`config.mk`:
```
export PLATFORM = sky130hd
export DESIGN_NAME = osc_ctrl
export DESIGN_NICKNAME = d
export VERILOG_FILES = /design/src/osc_ctrl_pkg.sv /design/src/osc_ctrl.sv /design/src/osc_sync.sv
export VERILOG_INCLUDE_DIRS = /design/src
export SDC_FILE = /design/constraint.sdc
export NUM_CORES = 1
export LEC_CHECK = 0
export ABC_AREA = 1
export BUFFER_PORTS_ARGS = -buffer_cell sky130_fd_sc_hd__clkbuf_2
export CORE_AREA = 2 2 81 114
export CTS_CLUSTER_DIAMETER = 40
export DETAILED_ROUTE_END_ITERATION = 16
export DIE_AREA = 0 0 83 116
export HOLD_SLACK_MARGIN = 0.15
export PLACE_DENSITY = 0.51
export SLEW_MARGIN = 15
export SYNTH_ARGS = -nofsm -noshare
export SYNTH_HDL_FRONTEND = slang
export SYNTH_SLANG_ARGS = --single-unit
export TNS_END_PERCENT = 100
```
`constraint.sdc`:
```
create_clock -name i_sys_clk -period 1.5 [get_ports i_sys_clk]
set_clock_uncertainty 0.2 [all_clocks]
set_input_delay 0.075 -clock i_sys_clk [delete_from_list [all_inputs] [get_ports i_sys_clk]]
set_output_delay 0.075 -clock i_sys_clk [all_outputs]
set_load 0.1 [all_outputs]
```
`src/osc_ctrl_regs.svh`:
```
`ifndef OSC_CTRL_REGS_SVH
`define OSC_CTRL_REGS_SVH
// Function
// - internal enable bit runs or stops oscillator
// - read-only ready flag at internal bit 6
// - internal low six bits read 001111b
// - calibration bit 7 enables spread spectrum
// - seven-bit trim resets to factory value
// - higher trim lowers frequency, about 1%
// - external valid flag read-only at bit 7
// - valid flag zero in CMOS clock modes
// - mode field 6:4 selects external circuit
// - external bit 3 reads zero always
// - bias field 2:0 resets to zero
// - clock select 000 internal, 001 external

// ----------------------------------------
// register addresses
// ----------------------------------------
`define EXT_OSC_CONTROL_ADDR   8'hb1
`define INT_OSC_CONTROL_ADDR   8'hb2
`define INT_OSC_CALIB_ADDR     8'hb3

// ----------------------------------------
// field positions
// ----------------------------------------
`define INT_ENABLE_BIT         7
`define INT_READY_BIT          6
`define INT_RSVD_MSB           5
`define INT_RSVD_LSB           0
`define CAL_SPREAD_BIT         7
`define CAL_TRIM_MSB           6
`define CAL_TRIM_LSB           0
`define EXT_VALID_BIT          7
`define EXT_MODE_MSB           6
`define EXT_MODE_LSB           4
`define EXT_RSVD_BIT           3
`define EXT_BIAS_MSB           2
`define EXT_BIAS_LSB           0

// ----------------------------------------
// reset and fixed values
// ----------------------------------------
`define INT_RSVD_VALUE         6'h0f
`define EXT_BIAS_RESET         3'h0
`define EXT_MODE_RESET         3'h0
`define CLK_SEL_INTERNAL       3'h0
`define CLK_SEL_EXTERNAL       3'h1
`define TRIM_LOAD_DELAY        2'h2

// ----------------------------------------
// external mode codes
// ----------------------------------------
`define EXT_MODE_CMOS          3'h2
`define EXT_MODE_CMOS_DIV2     3'h3
`define EXT_MODE_RC            3'h4
`define EXT_MODE_CAP           3'h5
`define EXT_MODE_XTAL_DIV2     3'h6
`define EXT_MODE_RESERVED      3'h7

`endif

```
`src/osc_ctrl_pkg.sv`:
```
package osc_ctrl_pkg;
    // external circuit modes, decoded from the mode field
    typedef enum logic [2:0] {
        ext_off,
        ext_cmos,
        ext_cmos_div2,
        ext_rc,
        ext_cap,
        ext_xtal_div2
    } ext_mode_e;
endpackage

```
`src/osc_ctrl.sv`:
```
`timescale 1ns/1ps
`include "osc_ctrl_regs.svh"
// oscillator control registers on the special-function register port
module osc_ctrl
    import osc_ctrl_pkg::*;
#(
    parameter int TRIM_W = 7                  // calibration trim width
) (
    input  wire logic              i_sys_clk,         // system clock, 40 MHz
    input  wire logic              i_arst_n,          // async reset, active low
    input  wire logic [7:0]        i_sfr_addr,        // register address
    input  wire logic              i_sfr_wr,          // write strobe, one cycle
    input  wire logic [7:0]        i_sfr_wdata,       // write data
    input  wire logic              i_sfr_rd,          // read strobe, one cycle
    output logic      [7:0]        o_sfr_rdata,       // read data, registered
    output logic                   o_sfr_hit,         // read hit this block
    input  wire logic [TRIM_W-1:0] i_factory_trim,    // factory trim strap
    input  wire logic              i_int_osc_running, // oscillator at frequency
    input  wire logic              i_ext_osc_stable,  // external stable detector
    input  wire logic [2:0]        i_system_clock_source_select, // system clock source
    output logic                   o_internal_osc_enable,        // run internal osc
    output logic                   o_spread_spectrum_enable,     // dithering on
    output logic      [TRIM_W-1:0] o_internal_trim_field,        // trim to oscillator
    output logic      [2:0]        o_external_mode_field,        // effective mode
    output logic                   o_external_osc_enable,        // external circuit on
    output logic      [2:0]        o_external_bias_control,      // bias current level
    output logic                   o_int_drives_sysclk,          // internal is source
    output logic                   o_ext_drives_sysclk           // external is source
);
    // ----------------------------------------
    // state
    // ----------------------------------------
    logic              int_en_r;                // internal enable
    logic              spread_r;                // spread spectrum enable
    logic [TRIM_W-1:0] trim_r;                  // calibration trim
    logic              trim_loaded_r;           // trim loaded, from strap or by a write
    logic [1:0]        load_cnt_r;              // waits for strap synchroniser
    logic [2:0]        mode_r;                  // stored mode field
    logic [2:0]        bias_r;                  // stored bias field
    logic [2:0]        mode_out_r;              // effective mode driven out
    logic              ext_on_r;                // external circuit enable out
    logic [7:0]        rdata_r;                 // read data register
    logic              hit_r;                   // read hit register
    logic [TRIM_W-1:0] trim_sync;               // synchronised strap
    logic              running_sync;            // synchronised running
    logic              stable_sync;             // synchronised stable

    // ----------------------------------------
    // pin synchronisers
    // ----------------------------------------
    osc_sync #(.WIDTH(TRIM_W + 2)) u_sync (
        .i_sys_clk (i_sys_clk),
        .i_arst_n  (i_arst_n),
        .i_async   ({i_factory_trim, i_int_osc_running, i_ext_osc_stable}),
        .o_sync    ({trim_sync, running_sync, stable_sync})
    );

    // address match, used by both write and read paths
    function automatic logic addr_is(input logic [7:0] a, input logic [7:0] ref_a);
        addr_is = (a == ref_a);
    endfunction

    // reserved code 111 folds to the disabled code
    function automatic logic [2:0] fold_mode(input logic [2:0] m);
        fold_mode = (m == `EXT_MODE_RESERVED) ? `EXT_MODE_RESET : m;
    endfunction

    // mode code to circuit; 00x and the reserved code are off
    function automatic ext_mode_e decode_mode(input logic [2:0] m);
        case (m)
            `EXT_MODE_CMOS:      decode_mode = ext_cmos;
            `EXT_MODE_CMOS_DIV2: decode_mode = ext_cmos_div2;
            `EXT_MODE_RC:        decode_mode = ext_rc;
            `EXT_MODE_CAP:       decode_mode = ext_cap;
            `EXT_MODE_XTAL_DIV2: decode_mode = ext_xtal_div2;
            default:             decode_mode = ext_off;
        endcase
    endfunction

    // ----------------------------------------
    // decoding
    // ----------------------------------------
    wire sel_ext  = addr_is(i_sfr_addr, `EXT_OSC_CONTROL_ADDR);
    wire sel_int  = addr_is(i_sfr_addr, `INT_OSC_CONTROL_ADDR);
    wire sel_cal  = addr_is(i_sfr_addr, `INT_OSC_CALIB_ADDR);
    wire wr_ext   = i_sfr_wr && sel_ext;
    wire wr_int   = i_sfr_wr && sel_int;
    wire wr_cal   = i_sfr_wr && sel_cal;
    wire any_sel  = sel_ext || sel_int || sel_cal;

    // mode field of the byte being written
    wire [2:0] wr_mode = i_sfr_wdata[`EXT_MODE_MSB:`EXT_MODE_LSB];
    ext_mode_e wr_mode_e;                       // circuit the write asks for
    ext_mode_e mode_e;                          // circuit now stored
    // mode field decode, one table for both
    assign wr_mode_e = decode_mode(wr_mode);
    // stored reserved code decodes as off
    assign mode_e    = decode_mode(mode_r);
    wire ext_on   = (mode_e != ext_off);
    wire ext_cmos_mode = (mode_e == ext_cmos) || (mode_e == ext_cmos_div2);
    // valid only while running and stable
    wire ext_valid = ext_on && !ext_cmos_mode && stable_sync;
    // ready only while enabled and at frequency
    wire int_ready = int_en_r && running_sync;

    // read images; reserved bits are fixed, not stored
    wire [7:0] int_image;
    wire [7:0] cal_image;
    wire [7:0] ext_image;
    // low six bits read fixed pattern
    assign int_image = {int_en_r, int_ready, `INT_RSVD_VALUE};
    assign cal_image = {spread_r, trim_r};
    // bit 3 reads zero, bit 6 reads zero
    assign ext_image = {ext_valid, 1'b0, mode_r[1:0], 1'b0, bias_r};
    wire [7:0] rd_mux = sel_ext ? ext_image :
                        sel_int ? int_image :
                        sel_cal ? cal_image : 8'h00;

    // ----------------------------------------
    // internal oscillator control register
    // ----------------------------------------
    // reserved write bits are dropped; software keeps them by read-modify-write
    always_ff @(posedge i_sys_clk or negedge i_arst_n) begin
        if (!i_arst_n) begin
            int_en_r <= 1'b0;
        end else if (wr_int) begin
            int_en_r <= i_sfr_wdata[`INT_ENABLE_BIT];
        end
    end

    // ----------------------------------------
    // calibration register
    // ----------------------------------------
    always_ff @(posedge i_sys_clk or negedge i_arst_n) begin
        if (!i_arst_n) begin
            spread_r <= 1'b0;
        end else if (wr_cal) begin
            spread_r <= i_sfr_wdata[`CAL_SPREAD_BIT];
        end
    end

    // strap is caught after reset, once the synchroniser has filled
    always_ff @(posedge i_sys_clk or negedge i_arst_n) begin
        if (!i_arst_n) begin
            load_cnt_r <= 2'h0;
        end else if (load_cnt_r != `TRIM_LOAD_DELAY) begin
            load_cnt_r <= load_cnt_r + 2'h1;
        end
    end

    always_ff @(posedge i_sys_clk or negedge i_arst_n) begin
        if (!i_arst_n) begin
            trim_r        <= '0;
            trim_loaded_r <= 1'b0;
        end else if (wr_cal) begin
            // trim passed straight to the oscillator
            trim_r        <= i_sfr_wdata[`CAL_TRIM_MSB:`CAL_TRIM_LSB];
            trim_loaded_r <= 1'b1;
        end else if (!trim_loaded_r && load_cnt_r == `TRIM_LOAD_DELAY) begin
            trim_r        <= trim_sync;
            trim_loaded_r <= 1'b1;
        end
    end

    // ----------------------------------------
    // external oscillator control register
    // ----------------------------------------
    always_ff @(posedge i_sys_clk or negedge i_arst_n) begin
        if (!i_arst_n) begin
            mode_r <= `EXT_MODE_RESET;
            bias_r <= `EXT_BIAS_RESET;
        end else if (wr_ext) begin
            mode_r <= wr_mode;
            bias_r <= i_sfr_wdata[`EXT_BIAS_MSB:`EXT_BIAS_LSB];
        end
    end

    // ----------------------------------------
    // external oscillator outputs
    // ----------------------------------------
    // kept in flops apart from the readback copy, so the oscillator pads
    // never see a decode glitch while a mode write settles
    always_ff @(posedge i_sys_clk or negedge i_arst_n) begin
        if (!i_arst_n) begin
            mode_out_r <= `EXT_MODE_RESET;
            ext_on_r   <= 1'b0;
        end else if (wr_ext) begin
            // reserved code drives the disabled code
            mode_out_r <= fold_mode(wr_mode);
            // circuit powered only for a listed mode
            ext_on_r   <= (wr_mode_e != ext_off);
        end
    end

    // ----------------------------------------
    // read port, one cycle behind the strobe
    // ----------------------------------------
    always_ff @(posedge i_sys_clk or negedge i_arst_n) begin
        if (!i_arst_n) begin
            rdata_r <= 8'h00;
            hit_r   <= 1'b0;
        end else begin
            rdata_r <= i_sfr_rd ? rd_mux : 8'h00;
            hit_r   <= i_sfr_rd && any_sel;
        end
    end

    // ----------------------------------------
    // outputs
    // ----------------------------------------
    assign o_sfr_rdata              = rdata_r;
    assign o_sfr_hit                = hit_r;
    assign o_internal_osc_enable    = int_en_r;
    assign o_spread_spectrum_enable = spread_r;
    assign o_internal_trim_field    = trim_r;
    assign o_external_mode_field    = mode_out_r;
    assign o_external_osc_enable    = ext_on_r;
    assign o_external_bias_control  = bias_r;
    assign o_int_drives_sysclk = (i_system_clock_source_select == `CLK_SEL_INTERNAL);
    assign o_ext_drives_sysclk = (i_system_clock_source_select == `CLK_SEL_EXTERNAL);
endmodule

```
`src/osc_sync.sv`:
```
`timescale 1ns/1ps
// two-stage synchroniser for pins from outside the clock domain
module osc_sync #(
    parameter int WIDTH = 1
) (
    input  wire logic             i_sys_clk,  // system clock
    input  wire logic             i_arst_n,   // async reset, active low
    input  wire logic [WIDTH-1:0] i_async,    // unsynchronised level
    output logic      [WIDTH-1:0] o_sync      // synchronised level
);
    logic [WIDTH-1:0] meta_r;                 // first stage, read only by second

    // ----------------------------------------
    // two flip-flops in series
    // ----------------------------------------
    always_ff @(posedge i_sys_clk or negedge i_arst_n) begin
        if (!i_arst_n) begin
            meta_r <= '0;
            o_sync <= '0;
        end else begin
            meta_r <= i_async;
            o_sync <= meta_r;
        end
    end
endmodule

```
==> impl_results.md <==
* Cts hold-fix bufs at 28
* Synth Instances at 219
* PwrDens at 1004 mW/mm2
* Worst path required time at 1.52 ns
* Flip-flop and latch area at 0.001234 mm2
* DRC Markers at 0
* Leak at 1.572 nW
* CTS Buf Count at 5
* Synth warn at 0
* Synth unique cells at 21
* Synth area leaders: dfrtp_1, nand2_1, inv_1
* CTS sink cnt at 49
* Synth area leader: dfrtp_1
* Die W at 83 um
* Min-Delay Startpoint: i_sfr_addr[4]
* H-tree levels at 2
* Global-route wire length before repair at 7893 um
* Die H at 116 um
* Async S/R FF share, synth at 100.0%
* Tightest Pin Transition at 0.5409 ns
* RSZ-0062 raised after global routing: no
* Initial antenna violation count at 0
* Diode count at 0
* Largest net degree at the start of global routing at 22
* Post-Route WL at 4604 um
* Core area at 0.008558 mm2
* Final Net Count at 347
* Synthesized flop and latch total at 49
* Final core occ at 36.04%
* Top-area cell type share of the netlist area at 58.40%
* Slew HR at 64.09%
* Hold Path End: o_sfr_rdata[5]$_DFF_PN0_
* Number of synthesized flops with an enable pin at 0
* Syn Nets at 252
* Setup crit start kind: register
* Multi-input logic area at 769.5 um2
* Total track usage at 10.34%
* Starting Density at 24.53%
* Most used standard cell by instance count after synthesis: nand2_1
* Vias in the first global route at 1671
* Final slew viol count at 0
* Most used flip-flop cell after synthesis: dfrtp_1
* Maximum clock insertion buffer count at 2
* Tcrit/Tclk final at 92.11%
* DP Worst Slack at 0.09157 ns
* Rows at 40
* Routability congestion estimate at 0.8167
* Max_cap viols at 0
* Area grow syn2layout at 46.90%
* CTS Root Cell: clkbuf_16
* Worst-path clk slew at 0.06 ns
* Synth top cells by count: nand2_1, dfrtp_1, inv_1
* Vias per cell at 3.964
* Reg2reg end: o_internal_trim_field[2]$_DFFE_PN0P_
* Ratio of cells with drive above 1 in the final layout at 33.97%
* Fillcell total at 869
* Skew-Pair Late Insertion Delay at 0.29 ns
* Arrival time at the worst endpoint at 1.40 ns
* Crit Path Category: reg2reg
* Die footprint at 0.009628 mm2
* CTS tree: done
* Outcome: completed
* Grt ovf at 0
* Reg2reg start: load_cnt_r[0]$_DFFE_PN0P_
* Average wire per standard cell at 10.96 um
* R2R depth at 7
* I/O pin cnt at 59
* Port Buffers at 58
* TNS Setup at 0 ns
* Synth Area per Inst at 9.587 um2
* Hpwl dp at 3522 um
* Drt pass-1 iters at 4
* Vias at 1665
* Max VDD drop at 440.3 uV
* Sequential share of the synthesized area at 58.40%
* Worst hold path depth at 5
* Final worst-path setup slack at 0.1184 ns
* Flop-to-flop setup slack at 0.12 ns
* Endpoints failing hold at 0
* DRT antenna net count at 0
* Worst Hold Class: in2reg
* Worst Setup End Kind: register
* Drt initial violations at 70
* F_max at 723.8 MHz
* Crit path max fanout at 9
* Fin crit period at 1.382 ns
* Synthesized area at 0.002100 mm2
* Final setup viols at 0
[how the worst max path moves through the flow]
stage	start	to	cells past startpoint
2_1_floorplan	o_external_bias_control[0]$_DFFE_PN0P_	o_sfr_rdata[0]$_DFF_PN0_	2
3_5_place_dp	load_cnt_r[0]$_DFFE_PN0P_	o_internal_trim_field[4]$_DFFE_PN0P_	7
6_report	load_cnt_r[0]$_DFFE_PN0P_	o_internal_trim_field[2]$_DFFE_PN0P_	7
3_3_place_gp	load_cnt_r[0]$_DFFE_PN0P_	o_internal_trim_field[5]$_DFFE_PN0P_	7
4_1_cts	i_sfr_addr[2]	o_sfr_rdata[7]$_DFF_PN0_	10
5_1_grt	i_sfr_addr[0]	o_sfr_rdata[1]$_DFF_PN0_	9
[state kept, by name (all words and copies together) (netlist names)]
register,count
mode_r,3
o_external_osc_enable,1
o_internal_osc_enable,1
u_sync.o_sync,9
o_sfr_rdata,8
load_cnt_r,2
u_sync.meta_r,9
trim_loaded_r,1
o_spread_spectrum_enable,1
o_external_mode_field,3
o_internal_trim_field,7
o_sfr_hit,1
o_external_bias_control,3
[cell type report]
class                      instances  share of cell area, %
clock buffer                       6                  4.179
clock inverter                     2                  1.136
inverter                          28                  3.408
multi-input combinational        139                  24.95
sequential                        49                  40.00
tap                              105                  4.260
timing repair buffer              91                  22.07
[cells in the final DEF, fill, tap and decap left out, drive strengths merged]
master        n
clkinv        1
inv          28
nand2        61
buf          24
ha            1
bufinv        1
clkbuf       45
o21ai        14
nand4         1
a21oi         5
dlygate4sd3  28
nor3          1
nand3        27
dfrtp        49
nor2         27
nor3b         1
xnor2         1
[logic make-up (layout without fill, tap and decap cells)]
kind of cell,Yosys count,in the layout,synth area share [%]
simple gates,118,118,28.37
flops,49,49,58.40
buf+inv,31,127,6.615
compound gates,19,19,5.602
fa+ha+maj,1,1,0.5959
xor+xnor,1,1,0.4172
[layer usage]
metal / track usage (%) / part of all wire, %
met5: 0 / 0
met4: 5.137 / 2.1
met3: 2.635 / 4.5
met2: 18.33 / 52
met1: 11.56 / 41
[stage by stage]
stage	power, W	cells	hold slack [ns]	cell area (um2)
after floorplan	0.001665	219	-0.4206	2130
after global placement	0.001821	383	-0.1596	2620
after detailed placement	0.001826	383	-0.1565	2620
after CTS	0.003143	419	0.04595	3064
after global routing	0.003230	420	0.07638	3084
final	0.003097	420	0.05514	3084
[critical path, cell delays in order (launching register included)]
cell and delay, ns:
dfrtp_1 0.38, inv_1 0.06, ha_2 0.20, nand2_1 0.07, buf_4 0.17, nor2_1 0.09, nand2_1 0.06, nand3_1 0.08
[report_power, final]
group	total [W]	internal, W	switching (W)
Combinational	0.000451	0.000148	0.000303
Sequential	0.00140	0.00137	0.0000279
Clock	0.00125	0.000784	0.000463
Total	0.00310	0.00230	0.000793
[what timing repair did]
action,in CTS,in global routing
endpoints found under the setup margin,0,13
setup buffers,0,1
gates resized for setup,0,6
endpoints found under the hold margin,89,15
No activity file was read; power rests on OpenSTA's default activity.
